===== config.mk =====
export PLATFORM = sky130hd
export DESIGN_NAME = dcsl_top
export DESIGN_NICKNAME = d
export VERILOG_FILES = /design/src/logic/dcsl_pkg.sv /design/src/logic/dcsl_sync.sv /design/src/logic/dcsl_wb.sv /design/src/logic/dcsl_top.sv
export SDC_FILE = /design/constraint.sdc
export NUM_CORES = 1
export LEC_CHECK = 0
export BUFFER_PORTS_ARGS = -buffer_cell sky130_fd_sc_hd__buf_4
export CORE_MARGIN = 4
export CORE_UTILIZATION = 42
export CTS_CLUSTER_DIAMETER = 150
export DETAILED_ROUTE_END_ITERATION = 8
export GPL_TIMING_DRIVEN = 0
export PLACE_DENSITY = 0.84
export SETUP_SLACK_MARGIN = 0.02
export SLEW_MARGIN = 10
export SYNTH_ARGS = -nofsm -noshare
export SYNTH_HDL_FRONTEND = slang
export SYNTH_SLANG_ARGS = --single-unit

===== constraint.sdc =====
create_clock -name ref_clk -period 2 [get_ports ref_clk]
set_input_delay 0.1 -clock ref_clk [delete_from_list [all_inputs] [get_ports ref_clk]]
set_output_delay 0.1 -clock ref_clk [all_outputs]
set_load 0.02 [all_outputs]

===== src/logic/dcsl_pkg.sv =====
package dcsl_pkg;
    // register byte offsets
    localparam logic [7:0] ADDR_CTRL = 8'h00;
    localparam logic [7:0] ADDR_STAT = 8'h04;
    localparam logic [7:0] ADDR_IRQ_STAT = 8'h08;
    localparam logic [7:0] ADDR_IRQ_CLR = 8'h0C;
    localparam logic [7:0] ADDR_IRQ_EN = 8'h10;
    localparam logic [7:0] ADDR_CMD = 8'h14;
    // control fields
    localparam int CTRL_INVERT = 0;
    localparam int CTRL_REARM = 1;
    localparam int CTRL_ANALOG = 2;
    localparam int CTRL_REMOTE = 3;
    localparam logic [3:0] CTRL_RESET = 4'h0;
    // command fields (write pulses)
    localparam int CMD_ON = 0;
    localparam int CMD_OFF = 1;
    // status fields
    localparam int STAT_OUT = 0;
    localparam int STAT_LOCK = 1;
    localparam int STAT_PEND = 2;
    localparam int STAT_PIN = 3;
    localparam int STAT_ARMED = 4;
    // interrupt events
    localparam int EV_REJECT = 0;
    localparam int EV_PIN_OFF = 1;
    localparam int EV_PIN_ON = 2;
    localparam int EV_W = 3;
    localparam logic [EV_W-1:0] EV_RESET = 3'h0;
    localparam int SYNC_STAGES = 2;
    typedef enum logic [1:0] {
        DCSL_OFF_IDLE = 2'b00,
        DCSL_ON = 2'b01,
        DCSL_OFF_PEND = 2'b11
    } dcsl_state_t;
endpackage


===== src/logic/dcsl_sync.sv =====
`timescale 1ns/1ns
module dcsl_sync (
    input wire logic ref_clk,
    input wire logic rst_n,
    input wire logic din,
    output logic dout,
    output logic rise,
    output logic fall
);
    logic [dcsl_pkg::SYNC_STAGES-1:0] sync_q;
    logic last_q;
    // pin idles high, so reset to high to avoid a false edge
    always_ff @(posedge ref_clk) begin
        if (!rst_n) begin
            sync_q <= '1;
            last_q <= 1'b1;
        end else begin
            sync_q <= {sync_q[0], din};
            last_q <= sync_q[1];
        end
    end
    assign dout = sync_q[1];
    assign rise = sync_q[1] & ~last_q;
    assign fall = ~sync_q[1] & last_q;
endmodule


===== src/logic/dcsl_wb.sv =====
`timescale 1ns/1ns
module dcsl_wb (
    input wire logic ref_clk,
    input wire logic rst_n,
    input wire logic wb_cyc_i,
    input wire logic wb_stb_i,
    input wire logic wb_we_i,
    input wire logic [7:0] wb_adr_i,
    input wire logic [3:0] wb_sel_i,
    input wire logic [31:0] wb_dat_i,
    input wire logic [31:0] rd_data,
    output logic [31:0] wb_dat_o,
    output logic wb_ack_o,
    output logic wr_stb,
    output logic [7:0] wr_adr,
    output logic [7:0] wr_data
);
    logic req;
    assign req = wb_cyc_i & wb_stb_i & ~wb_ack_o;
    // one wait state: ack one cycle after request, dropped next cycle
    always_ff @(posedge ref_clk) begin
        if (!rst_n) begin
            wb_ack_o <= 1'b0;
            wb_dat_o <= 32'h0000_0000;
        end else begin
            wb_ack_o <= req;
            wb_dat_o <= req && !wb_we_i ? rd_data : 32'h0000_0000;
        end
    end
    // only the low byte lane carries fields; write lands on the ack edge, while the master still holds it
    assign wr_stb = wb_cyc_i & wb_stb_i & wb_ack_o & wb_we_i & wb_sel_i[0];
    assign wr_adr = wb_adr_i;
    assign wr_data = wb_dat_i[7:0];
endmodule


===== src/logic/dcsl_top.sv =====
`timescale 1ns/1ns
// Overview of operation
// - first switch-on after reset only from button or command, never pin.
// - rearm setting picks pin off-only or pin off-and-on.
// - pin-driven switch-on only while remote mode is active.
// - lock level blocks switch-on in manual and remote mode.
// - analog remote mode: output follows effective pin level alone.
// - polarity setting normal or inverted reverses pin meaning.
// - open pin reads high; high with normal polarity means on.
// - entering analog remote with pin at on level switches on at once.
// - manual, off, pin at non-lock level: unlocked, button or command may turn on.
// - manual, off, pin at lock level: refuse button and command switch-on.
// - switch-on request while locked is rejected and flagged.
// - on and pin not at lock level: stays on, button or command work.
// - on and pin goes to lock level: switch off and hold locked.
// - after pin switch-off, pin toggling back switches on again.
// - off action during lock clears the pending pin switch-on.
module dcsl_top (
    input wire logic ref_clk,
    input wire logic rst_n,
    input wire logic output_standby_pin,
    input wire logic button_press,
    input wire logic wb_cyc_i,
    input wire logic wb_stb_i,
    input wire logic wb_we_i,
    input wire logic [7:0] wb_adr_i,
    input wire logic [3:0] wb_sel_i,
    input wire logic [31:0] wb_dat_i,
    output logic [31:0] wb_dat_o,
    output logic wb_ack_o,
    output logic dc_output_on,
    output logic dc_locked,
    output logic reject_error,
    output logic irq
);
    logic pin_s, pin_rise, pin_fall;
    logic wr_stb;
    logic [7:0] wr_adr, wr_data;
    logic [31:0] rd_data;
    logic [3:0] ctrl_q;
    logic [dcsl_pkg::EV_W-1:0] irq_stat_q, irq_en_q, ev;
    logic armed_q, analog_q, cmd_on, cmd_off, req_on, req_off;
    logic pin_on_lvl, lock_lvl, go_lock, go_unlock, analog_entry;
    dcsl_pkg::dcsl_state_t state_q, state_d;

    dcsl_sync u_sync (
        .ref_clk(ref_clk),
        .rst_n(rst_n),
        .din(output_standby_pin),
        .dout(pin_s),
        .rise(pin_rise),
        .fall(pin_fall)
    );

    dcsl_wb u_wb (
        .ref_clk(ref_clk),
        .rst_n(rst_n),
        .wb_cyc_i(wb_cyc_i),
        .wb_stb_i(wb_stb_i),
        .wb_we_i(wb_we_i),
        .wb_adr_i(wb_adr_i),
        .wb_sel_i(wb_sel_i),
        .wb_dat_i(wb_dat_i),
        .rd_data(rd_data),
        .wb_dat_o(wb_dat_o),
        .wb_ack_o(wb_ack_o),
        .wr_stb(wr_stb),
        .wr_adr(wr_adr),
        .wr_data(wr_data)
    );

    // effective level: invert flips meaning, open pin is high
    assign pin_on_lvl = ctrl_q[dcsl_pkg::CTRL_INVERT] ? ~pin_s : pin_s;
    assign lock_lvl = ~pin_on_lvl;
    // a toggle into or out of the lock level, after polarity
    assign go_lock = ctrl_q[dcsl_pkg::CTRL_INVERT] ? pin_rise : pin_fall;
    assign go_unlock = ctrl_q[dcsl_pkg::CTRL_INVERT] ? pin_fall : pin_rise;

    assign cmd_on = wr_stb && wr_adr == dcsl_pkg::ADDR_CMD && wr_data[dcsl_pkg::CMD_ON];
    assign cmd_off = wr_stb && wr_adr == dcsl_pkg::ADDR_CMD && wr_data[dcsl_pkg::CMD_OFF];
    // button toggles; command off beats command on in the same write
    assign req_off = cmd_off | (button_press & state_q == dcsl_pkg::DCSL_ON);
    assign req_on = ~req_off & (cmd_on | (button_press & state_q != dcsl_pkg::DCSL_ON));
    assign analog_entry = ctrl_q[dcsl_pkg::CTRL_ANALOG] & ~analog_q;

    // control register
    always_ff @(posedge ref_clk) begin
        if (!rst_n) begin
            ctrl_q <= dcsl_pkg::CTRL_RESET;
        end else if (wr_stb && wr_adr == dcsl_pkg::ADDR_CTRL) begin
            ctrl_q <= wr_data[3:0];
        end
    end

    always_ff @(posedge ref_clk) begin
        if (!rst_n) begin
            analog_q <= 1'b0;
        end else begin
            analog_q <= ctrl_q[dcsl_pkg::CTRL_ANALOG];
        end
    end

    // pin may not do the very first switch-on after reset
    always_ff @(posedge ref_clk) begin
        if (!rst_n) begin
            armed_q <= 1'b0;
        end else if (state_q == dcsl_pkg::DCSL_ON) begin
            armed_q <= 1'b1;
        end
    end

    // output state machine
    always_comb begin
        state_d = state_q;
        ev = dcsl_pkg::EV_RESET;
        if (ctrl_q[dcsl_pkg::CTRL_ANALOG] && armed_q) begin
            // analog remote: pin level alone decides
            state_d = pin_on_lvl ? dcsl_pkg::DCSL_ON : dcsl_pkg::DCSL_OFF_IDLE;
            ev[dcsl_pkg::EV_PIN_ON] = pin_on_lvl && state_q != dcsl_pkg::DCSL_ON;
            ev[dcsl_pkg::EV_PIN_OFF] = !pin_on_lvl && state_q == dcsl_pkg::DCSL_ON;
            ev[dcsl_pkg::EV_REJECT] = req_on & lock_lvl;
        end else begin
            case (state_q)
                dcsl_pkg::DCSL_ON: begin
                    if (lock_lvl) begin
                        state_d = dcsl_pkg::DCSL_OFF_PEND;
                        ev[dcsl_pkg::EV_PIN_OFF] = 1'b1;
                    end else if (req_off) begin
                        state_d = dcsl_pkg::DCSL_OFF_IDLE;
                    end
                end
                dcsl_pkg::DCSL_OFF_PEND: begin
                    if (req_off) begin
                        state_d = dcsl_pkg::DCSL_OFF_IDLE;
                    end else if (go_unlock && ctrl_q[dcsl_pkg::CTRL_REARM]
                                 && ctrl_q[dcsl_pkg::CTRL_REMOTE]) begin
                        state_d = dcsl_pkg::DCSL_ON;
                        ev[dcsl_pkg::EV_PIN_ON] = 1'b1;
                    end else if (req_on && lock_lvl) begin
                        ev[dcsl_pkg::EV_REJECT] = 1'b1;
                    end else if (req_on) begin
                        // pin back at free level without rearm: no longer locked
                        state_d = dcsl_pkg::DCSL_ON;
                    end
                end
                default: begin
                    if (req_on && lock_lvl) begin
                        ev[dcsl_pkg::EV_REJECT] = 1'b1;
                    end else if (req_on) begin
                        state_d = dcsl_pkg::DCSL_ON;
                    end
                end
            endcase
        end
    end

    always_ff @(posedge ref_clk) begin
        if (!rst_n) begin
            state_q <= dcsl_pkg::DCSL_OFF_IDLE;
        end else begin
            state_q <= state_d;
        end
    end

    // outputs straight from flip-flops
    always_ff @(posedge ref_clk) begin
        if (!rst_n) begin
            dc_output_on <= 1'b0;
            dc_locked <= 1'b0;
            reject_error <= 1'b0;
        end else begin
            dc_output_on <= state_d == dcsl_pkg::DCSL_ON;
            dc_locked <= state_d != dcsl_pkg::DCSL_ON && lock_lvl;
            reject_error <= ev[dcsl_pkg::EV_REJECT];
        end
    end

    // sticky events: a new event wins over a clear in the same cycle
    always_ff @(posedge ref_clk) begin
        if (!rst_n) begin
            irq_stat_q <= dcsl_pkg::EV_RESET;
        end else if (wr_stb && wr_adr == dcsl_pkg::ADDR_IRQ_CLR) begin
            irq_stat_q <= (irq_stat_q & ~wr_data[dcsl_pkg::EV_W-1:0]) | ev;
        end else begin
            irq_stat_q <= irq_stat_q | ev;
        end
    end

    always_ff @(posedge ref_clk) begin
        if (!rst_n) begin
            irq_en_q <= dcsl_pkg::EV_RESET;
        end else if (wr_stb && wr_adr == dcsl_pkg::ADDR_IRQ_EN) begin
            irq_en_q <= wr_data[dcsl_pkg::EV_W-1:0];
        end
    end

    // level irq; lags status by one cycle to come from a flip-flop
    always_ff @(posedge ref_clk) begin
        if (!rst_n) begin
            irq <= 1'b0;
        end else begin
            irq <= |(irq_stat_q & irq_en_q);
        end
    end

    // read mux; unmapped and write-only addresses read zero
    always_comb begin
        if (wb_adr_i == dcsl_pkg::ADDR_CTRL) begin
            rd_data = {28'h0000000, ctrl_q};
        end else if (wb_adr_i == dcsl_pkg::ADDR_STAT) begin
            rd_data = {27'h0000000, armed_q, pin_s, state_q == dcsl_pkg::DCSL_OFF_PEND,
                       dc_locked, dc_output_on};
        end else if (wb_adr_i == dcsl_pkg::ADDR_IRQ_STAT) begin
            rd_data = {29'h00000000, irq_stat_q};
        end else if (wb_adr_i == dcsl_pkg::ADDR_IRQ_EN) begin
            rd_data = {29'h00000000, irq_en_q};
        end else begin
            rd_data = 32'h0000_0000;
        end
    end

    // assertions
    property p_first_on;
        @(posedge ref_clk) disable iff (!rst_n)
        !armed_q && state_q != dcsl_pkg::DCSL_ON && !cmd_on && !button_press |=> !dc_output_on;
    endproperty
    a_first_on: assert property (p_first_on) else $error("pin made first switch-on");

    property p_lock_off;
        @(posedge ref_clk) disable iff (!rst_n)
        state_q == dcsl_pkg::DCSL_ON && lock_lvl |=> !dc_output_on ##0 dc_locked;
    endproperty
    a_lock_off: assert property (p_lock_off) else $error("lock level did not switch off");

    property p_reject;
        @(posedge ref_clk) disable iff (!rst_n)
        state_q != dcsl_pkg::DCSL_ON && lock_lvl && req_on && !analog_entry |=> reject_error && !dc_output_on;
    endproperty
    a_reject: assert property (p_reject) else $error("locked switch-on not rejected");

    property p_unlocked_on;
        @(posedge ref_clk) disable iff (!rst_n)
        !ctrl_q[dcsl_pkg::CTRL_ANALOG] && state_q == dcsl_pkg::DCSL_OFF_IDLE && pin_on_lvl && req_on
        |=> dc_output_on;
    endproperty
    a_unlocked_on: assert property (p_unlocked_on) else $error("unlocked switch-on refused");

    property p_no_remote;
        @(posedge ref_clk) disable iff (!rst_n)
        !ctrl_q[dcsl_pkg::CTRL_REMOTE] && !ctrl_q[dcsl_pkg::CTRL_ANALOG] && !dc_output_on && !req_on
        |=> !dc_output_on;
    endproperty
    a_no_remote: assert property (p_no_remote) else $error("pin switched on outside remote");

    property p_analog;
        @(posedge ref_clk) disable iff (!rst_n)
        ctrl_q[dcsl_pkg::CTRL_ANALOG] && armed_q |=> dc_output_on == $past(pin_on_lvl);
    endproperty
    a_analog: assert property (p_analog) else $error("analog mode not following pin");

    property p_clear_pend;
        @(posedge ref_clk) disable iff (!rst_n)
        !ctrl_q[dcsl_pkg::CTRL_ANALOG] && state_q == dcsl_pkg::DCSL_OFF_PEND && req_off
        |=> state_q == dcsl_pkg::DCSL_OFF_IDLE;
    endproperty
    a_clear_pend: assert property (p_clear_pend) else $error("off did not clear pending");

    property p_rearm;
        @(posedge ref_clk) disable iff (!rst_n)
        !ctrl_q[dcsl_pkg::CTRL_ANALOG] && state_q == dcsl_pkg::DCSL_OFF_PEND && go_unlock && !req_off
        && ctrl_q[dcsl_pkg::CTRL_REARM] && ctrl_q[dcsl_pkg::CTRL_REMOTE] |=> dc_output_on;
    endproperty
    a_rearm: assert property (p_rearm) else $error("pin toggle did not re-enable");

    property p_sync;
        @(posedge ref_clk) disable iff (!rst_n)
        $rose(pin_s) |-> $past(output_standby_pin, 2);
    endproperty
    a_sync: assert property (p_sync) else $error("synchroniser depth wrong");

    property p_lock_blocks;
        @(posedge ref_clk) disable iff (!rst_n)
        state_q != dcsl_pkg::DCSL_ON && lock_lvl |=> !dc_output_on;
    endproperty
    a_lock_blocks: assert property (p_lock_blocks) else $error("switch-on at lock level");

    property p_entry_on;
        @(posedge ref_clk) disable iff (!rst_n)
        analog_entry && armed_q && pin_on_lvl |=> dc_output_on;
    endproperty
    a_entry_on: assert property (p_entry_on) else $error("analog entry did not switch on");

    property p_inv_locks;
        @(posedge ref_clk) disable iff (!rst_n)
        ctrl_q[dcsl_pkg::CTRL_INVERT] && pin_s && state_q != dcsl_pkg::DCSL_ON |=> dc_locked;
    endproperty
    a_inv_locks: assert property (p_inv_locks) else $error("inverted high did not lock");

    property p_open_free;
        @(posedge ref_clk) disable iff (!rst_n)
        !ctrl_q[dcsl_pkg::CTRL_INVERT] && pin_s |=> !dc_locked;
    endproperty
    a_open_free: assert property (p_open_free) else $error("open pin locked output");

    property p_reject_cause;
        @(posedge ref_clk) disable iff (!rst_n)
        reject_error |-> $past(lock_lvl);
    endproperty
    a_reject_cause: assert property (p_reject_cause) else $error("reject without lock level");

    property p_on_stays;
        @(posedge ref_clk) disable iff (!rst_n)
        state_q == dcsl_pkg::DCSL_ON && !lock_lvl && !req_off |=> dc_output_on;
    endproperty
    a_on_stays: assert property (p_on_stays) else $error("output dropped without cause");

    property p_off_cmd;
        @(posedge ref_clk) disable iff (!rst_n)
        !ctrl_q[dcsl_pkg::CTRL_ANALOG] && state_q == dcsl_pkg::DCSL_ON && !lock_lvl && req_off |=> !dc_output_on;
    endproperty
    a_off_cmd: assert property (p_off_cmd) else $error("off request ignored");

    property p_no_rearm;
        @(posedge ref_clk) disable iff (!rst_n)
        !ctrl_q[dcsl_pkg::CTRL_ANALOG] && state_q == dcsl_pkg::DCSL_OFF_PEND && !ctrl_q[dcsl_pkg::CTRL_REARM]
        && !req_on |=> !dc_output_on;
    endproperty
    a_no_rearm: assert property (p_no_rearm) else $error("pin re-enabled without rearm");

    property p_pin_off_ev;
        @(posedge ref_clk) disable iff (!rst_n)
        state_q == dcsl_pkg::DCSL_ON && lock_lvl |=> irq_stat_q[dcsl_pkg::EV_PIN_OFF];
    endproperty
    a_pin_off_ev: assert property (p_pin_off_ev) else $error("pin switch-off not flagged");

    property p_ack;
        @(posedge ref_clk) disable iff (!rst_n)
        wb_cyc_i && wb_stb_i && !wb_ack_o |=> wb_ack_o;
    endproperty
    a_ack: assert property (p_ack) else $error("bus request not acknowledged");

    c_reject: cover property (@(posedge ref_clk) disable iff (!rst_n) reject_error);
    c_pin_off: cover property (@(posedge ref_clk) disable iff (!rst_n) state_q == dcsl_pkg::DCSL_OFF_PEND);
    c_rearm: cover property (@(posedge ref_clk) disable iff (!rst_n)
        state_q == dcsl_pkg::DCSL_OFF_PEND ##1 state_q == dcsl_pkg::DCSL_ON);
    c_irq: cover property (@(posedge ref_clk) disable iff (!rst_n) irq);
    c_analog: cover property (@(posedge ref_clk) disable iff (!rst_n) analog_entry && armed_q);
endmodule


==> results.py <==
metrics = {
    "run_status": {
        "outcome": "completed",
    },
    "placed_design": {
        "place_area_sq_um": 1734,
        "io_buffers": 29,
        "hpwl_um": 2488,
        "gp_congestion": 0.9588,
    },
    "setup_path": {
        "required_ns": 2.27,
        "timing_worst_setup_path_type": "reg -> reg",
        "crit_path_end_kind": "flip-flop",
        "cp_slowest_stage_delay_ns": 0.48,
        "cp.arrival_ns": 2.01,
        "reg2reg_depth": 5,
        "slowest_stage": "nor4_2",
        "crit_fanout": 4,
        "path_cells": "nand3_1 > nor4_2 > a21oi_2 > o311ai_1 > and2_1",
        "path_depth": 5,
        "cp_num_buf_inv": 0,
        "critPathLaunchType": "flip-flop",
        "path_delay_family": "simple AND/OR/NAND/NOR gates",
    },
    "logic_synthesis": {
        "synth_top_area_cell": "dfxtp_1",
        "synth_area_sq_um": 1364,
        "ys_top_cells_by_area": "dfxtp_1, buf_4, nor2_1, mux2i_1, a222oi_1",
        "ys_seq_area_share_pct": 38.17,
        "ys.flop_type": "dfxtp_1",
        "async_reset_ff_share_pct": 0,
        "syn_inst": 151,
        "yosys_warnings": 0,
        "synth_edf_count": 0,
        "synth.top_cell.area_share_pct": 38.17,
        "avgSynthCellArea_sq_um": 9.032,
        "synth.distinct_cells": 46,
        "ys_ff_latch": 26,
    },
    "drt": {
        "drc": 0,
        "vias": 1214,
        "drt_iter0_markers": 77,
        "routedWlPerCell_um": 11.78,
        "ant_nets": 0,
        "viasPerCell": 4.724,
        "dr.pass1.iters": 5,
        "routed_wirelength_um": 3027,
    },
    "global_routing": {
        "antenna_found_initial": 0,
        "grt_use_total_pct": 14.46,
        "overflow": 0,
        "grt_max_degree": 15,
        "grt_pass1_wl_um": 4830,
        "grt_pass1_vias": 1064,
    },
    "floorplanning": {
        "ios": 88,
        "die_w_um": 64.99,
        "num_rows": 20,
        "core_area_sq_um": 3078,
        "start_util_pct": 44.31,
        "dieArea_sq_um": 4223,
        "die_y_um": 64.99,
    },
    "timing": {
        "hold_viol": 0,
        "worst_pin_slew_ns": 0.6795,
        "fin_skew_ns": 0.003377,
        "slew_headroom_pct": 54.35,
        "whs_ns": 0.01463,
        "finalCritPeriodShare_pct": 87.23,
        "rsz0062_at_grt": "no",
        "finalSetupViolCount": 0,
        "fin_tns_setup_ns": 0,
        "fin_crit_ns": 1.745,
        "clock.fmax_ghz": 0.5732,
        "slew_violations": 0,
    },
    "cells_and_area": {
        "drive_above_1_share_pct": 31.92,
        "mostFrequentLayoutCells": "buf_4, conb_1, dfxtp_1",
        "final_common_cell": "buf_4",
        "n_antenna_cell": 0,
        "fin_util_pct": 58.50,
        "stdcell_area_sq_um": 1800,
        "nFillCells": 285,
        "layout.nets": 265,
        "synthToLayoutAreaGrowth_pct": 32.02,
    },
    "run": {
        "cap_violations": 0,
    },
    "clock_network": {
        "clockBufferDepth": 2,
        "cts_buffers": 3,
        "cts-root-buf": "clkbuf_4",
        "htreeDepth": 1,
        "cts.clk_slew.worst_paths_ns": 0.13,
        "clk_latency_ns": 0.31,
        "clock_sinks": 26,
        "cts_tree": "built",
        "cts_resized": 0,
    },
    "pwr": {
        "p_leak_nw": 0.7990,
        "p_per_area_nw_per_um2": 548.2,
        "max-vdd-ir-drop_v": 0.0003969,
        "total_power_mw": 0.9870,
    },
    "min_path": {
        "min_path_type": "in -> reg",
        "hold_path_depth": 3,
    },
}
## kinds of logic after synthesis
| logic type | synth area share (%) |
|---|---|
| and+or+nand+nor | 24.77 |
| other | 0.2750 |
| AOI/OAI and AO/OA | 14.13 |
| DFF | 38.17 |
| buffers and inverters | 16.24 |
| xor gates and xnor gates | 1.285 |
| muxes | 5.138 |
## where the power goes
group	internal, mW	total (mW)	switching [mW]	leakage, nW
clock	0.111	0.255	0.144	0.0210
sequential	0.530	0.542	0.0122	0.211
combinational	0.0885	0.190	0.102	0.567
## path summary, 6_finish.rpt
check / start / to / slack, ns
setup / recovery: u_wb.wb_ack_o / dc_output_on / 0.26
hold / removal: wb_dat_i[3] / ctrl_q[3] / 0.01
setup reg to reg: u_wb.wb_ack_o / dc_output_on / 0.26
hold reg to reg: u_sync.sync_q[0] / u_sync.sync_q[1] / 0.43
## cells in the mapped netlist, drive strengths merged (2+ instances only)
cell,count
buf,27
dfxtp,26
nor2,19
nand2,8
mux2i,7
a21oi,5
a222oi,3
and2,3
and3,3
inv,3
nand2b,3
nor4,3
o21ai,3
a21boi,2
a221oi,2
a22oi,2
a31oi,2
clkbuf,2
nand3,2
nand4,2
nor2b,2
or4,2
or4b,2
## routing by layer
| layer | vias to the layer above | track usage (%) | routed length, um |
|---|---|---|---|
| li1 | 607 | - | - |
| met1 | 558 | 18.15 | 1290 |
| met2 | 45 | 24.65 | 1502 |
| met3 | 4 | 3.640 | 201 |
| met4 | 0 | 3.430 | 33 |
| met5 | - | 0 | 0 |
## registers in the layout, indices dropped and copies added, names as in the netlist
register       flops
irq                1
u_wb.wb_ack_o      1
irq_stat_q         3
u_sync.last_q      1
reject_error       1
irq_en_q           3
dc_locked          1
ctrl_q             4
u_wb.wb_dat_o      5
u_sync.sync_q      2
armed_q            1
dc_output_on       1
state_q            2
## worst min-delay path, cell delays in order
cell and delay [ns]:
buf_4 0.08, mux2i_1 0.05, nor2_1 0.07
## area by class of cell
| class | count | area [sq um] | area share [%] |
|---|---|---|---|
| plain buffers | 29 | 210.2 | 11.67 |
| clock buffers | 4 | 36.28 | 2.015 |
| inverters | 3 | 11.26 | 0.6254 |
| multi-input cells | 119 | 719.4 | 39.96 |
| flip-flops and latches | 26 | 520.5 | 28.91 |
| well taps | 44 | 55.05 | 3.058 |
| repair buffers | 32 | 247.7 | 13.76 |
## timing repair
| item | 4_1_cts | 5_1_grt |
|---|---|---|
| setup buffers | 0 | 0 |
| hold buffers | 3 | 0 |
| setup endpoints to repair | 0 | 0 |
| hold endpoints to repair | 3 | 0 |
## per-stage QoR
step	std cells	worst slack (ns)
2_1_floorplan	177	0.3237
3_3_place_gp	250	0.06872
3_5_place_dp	250	0.09616
4_1_cts	257	0.2752
5_1_grt	257	0.1389
6_report	257	0.2554
Power figures use the tool's default switching activity.
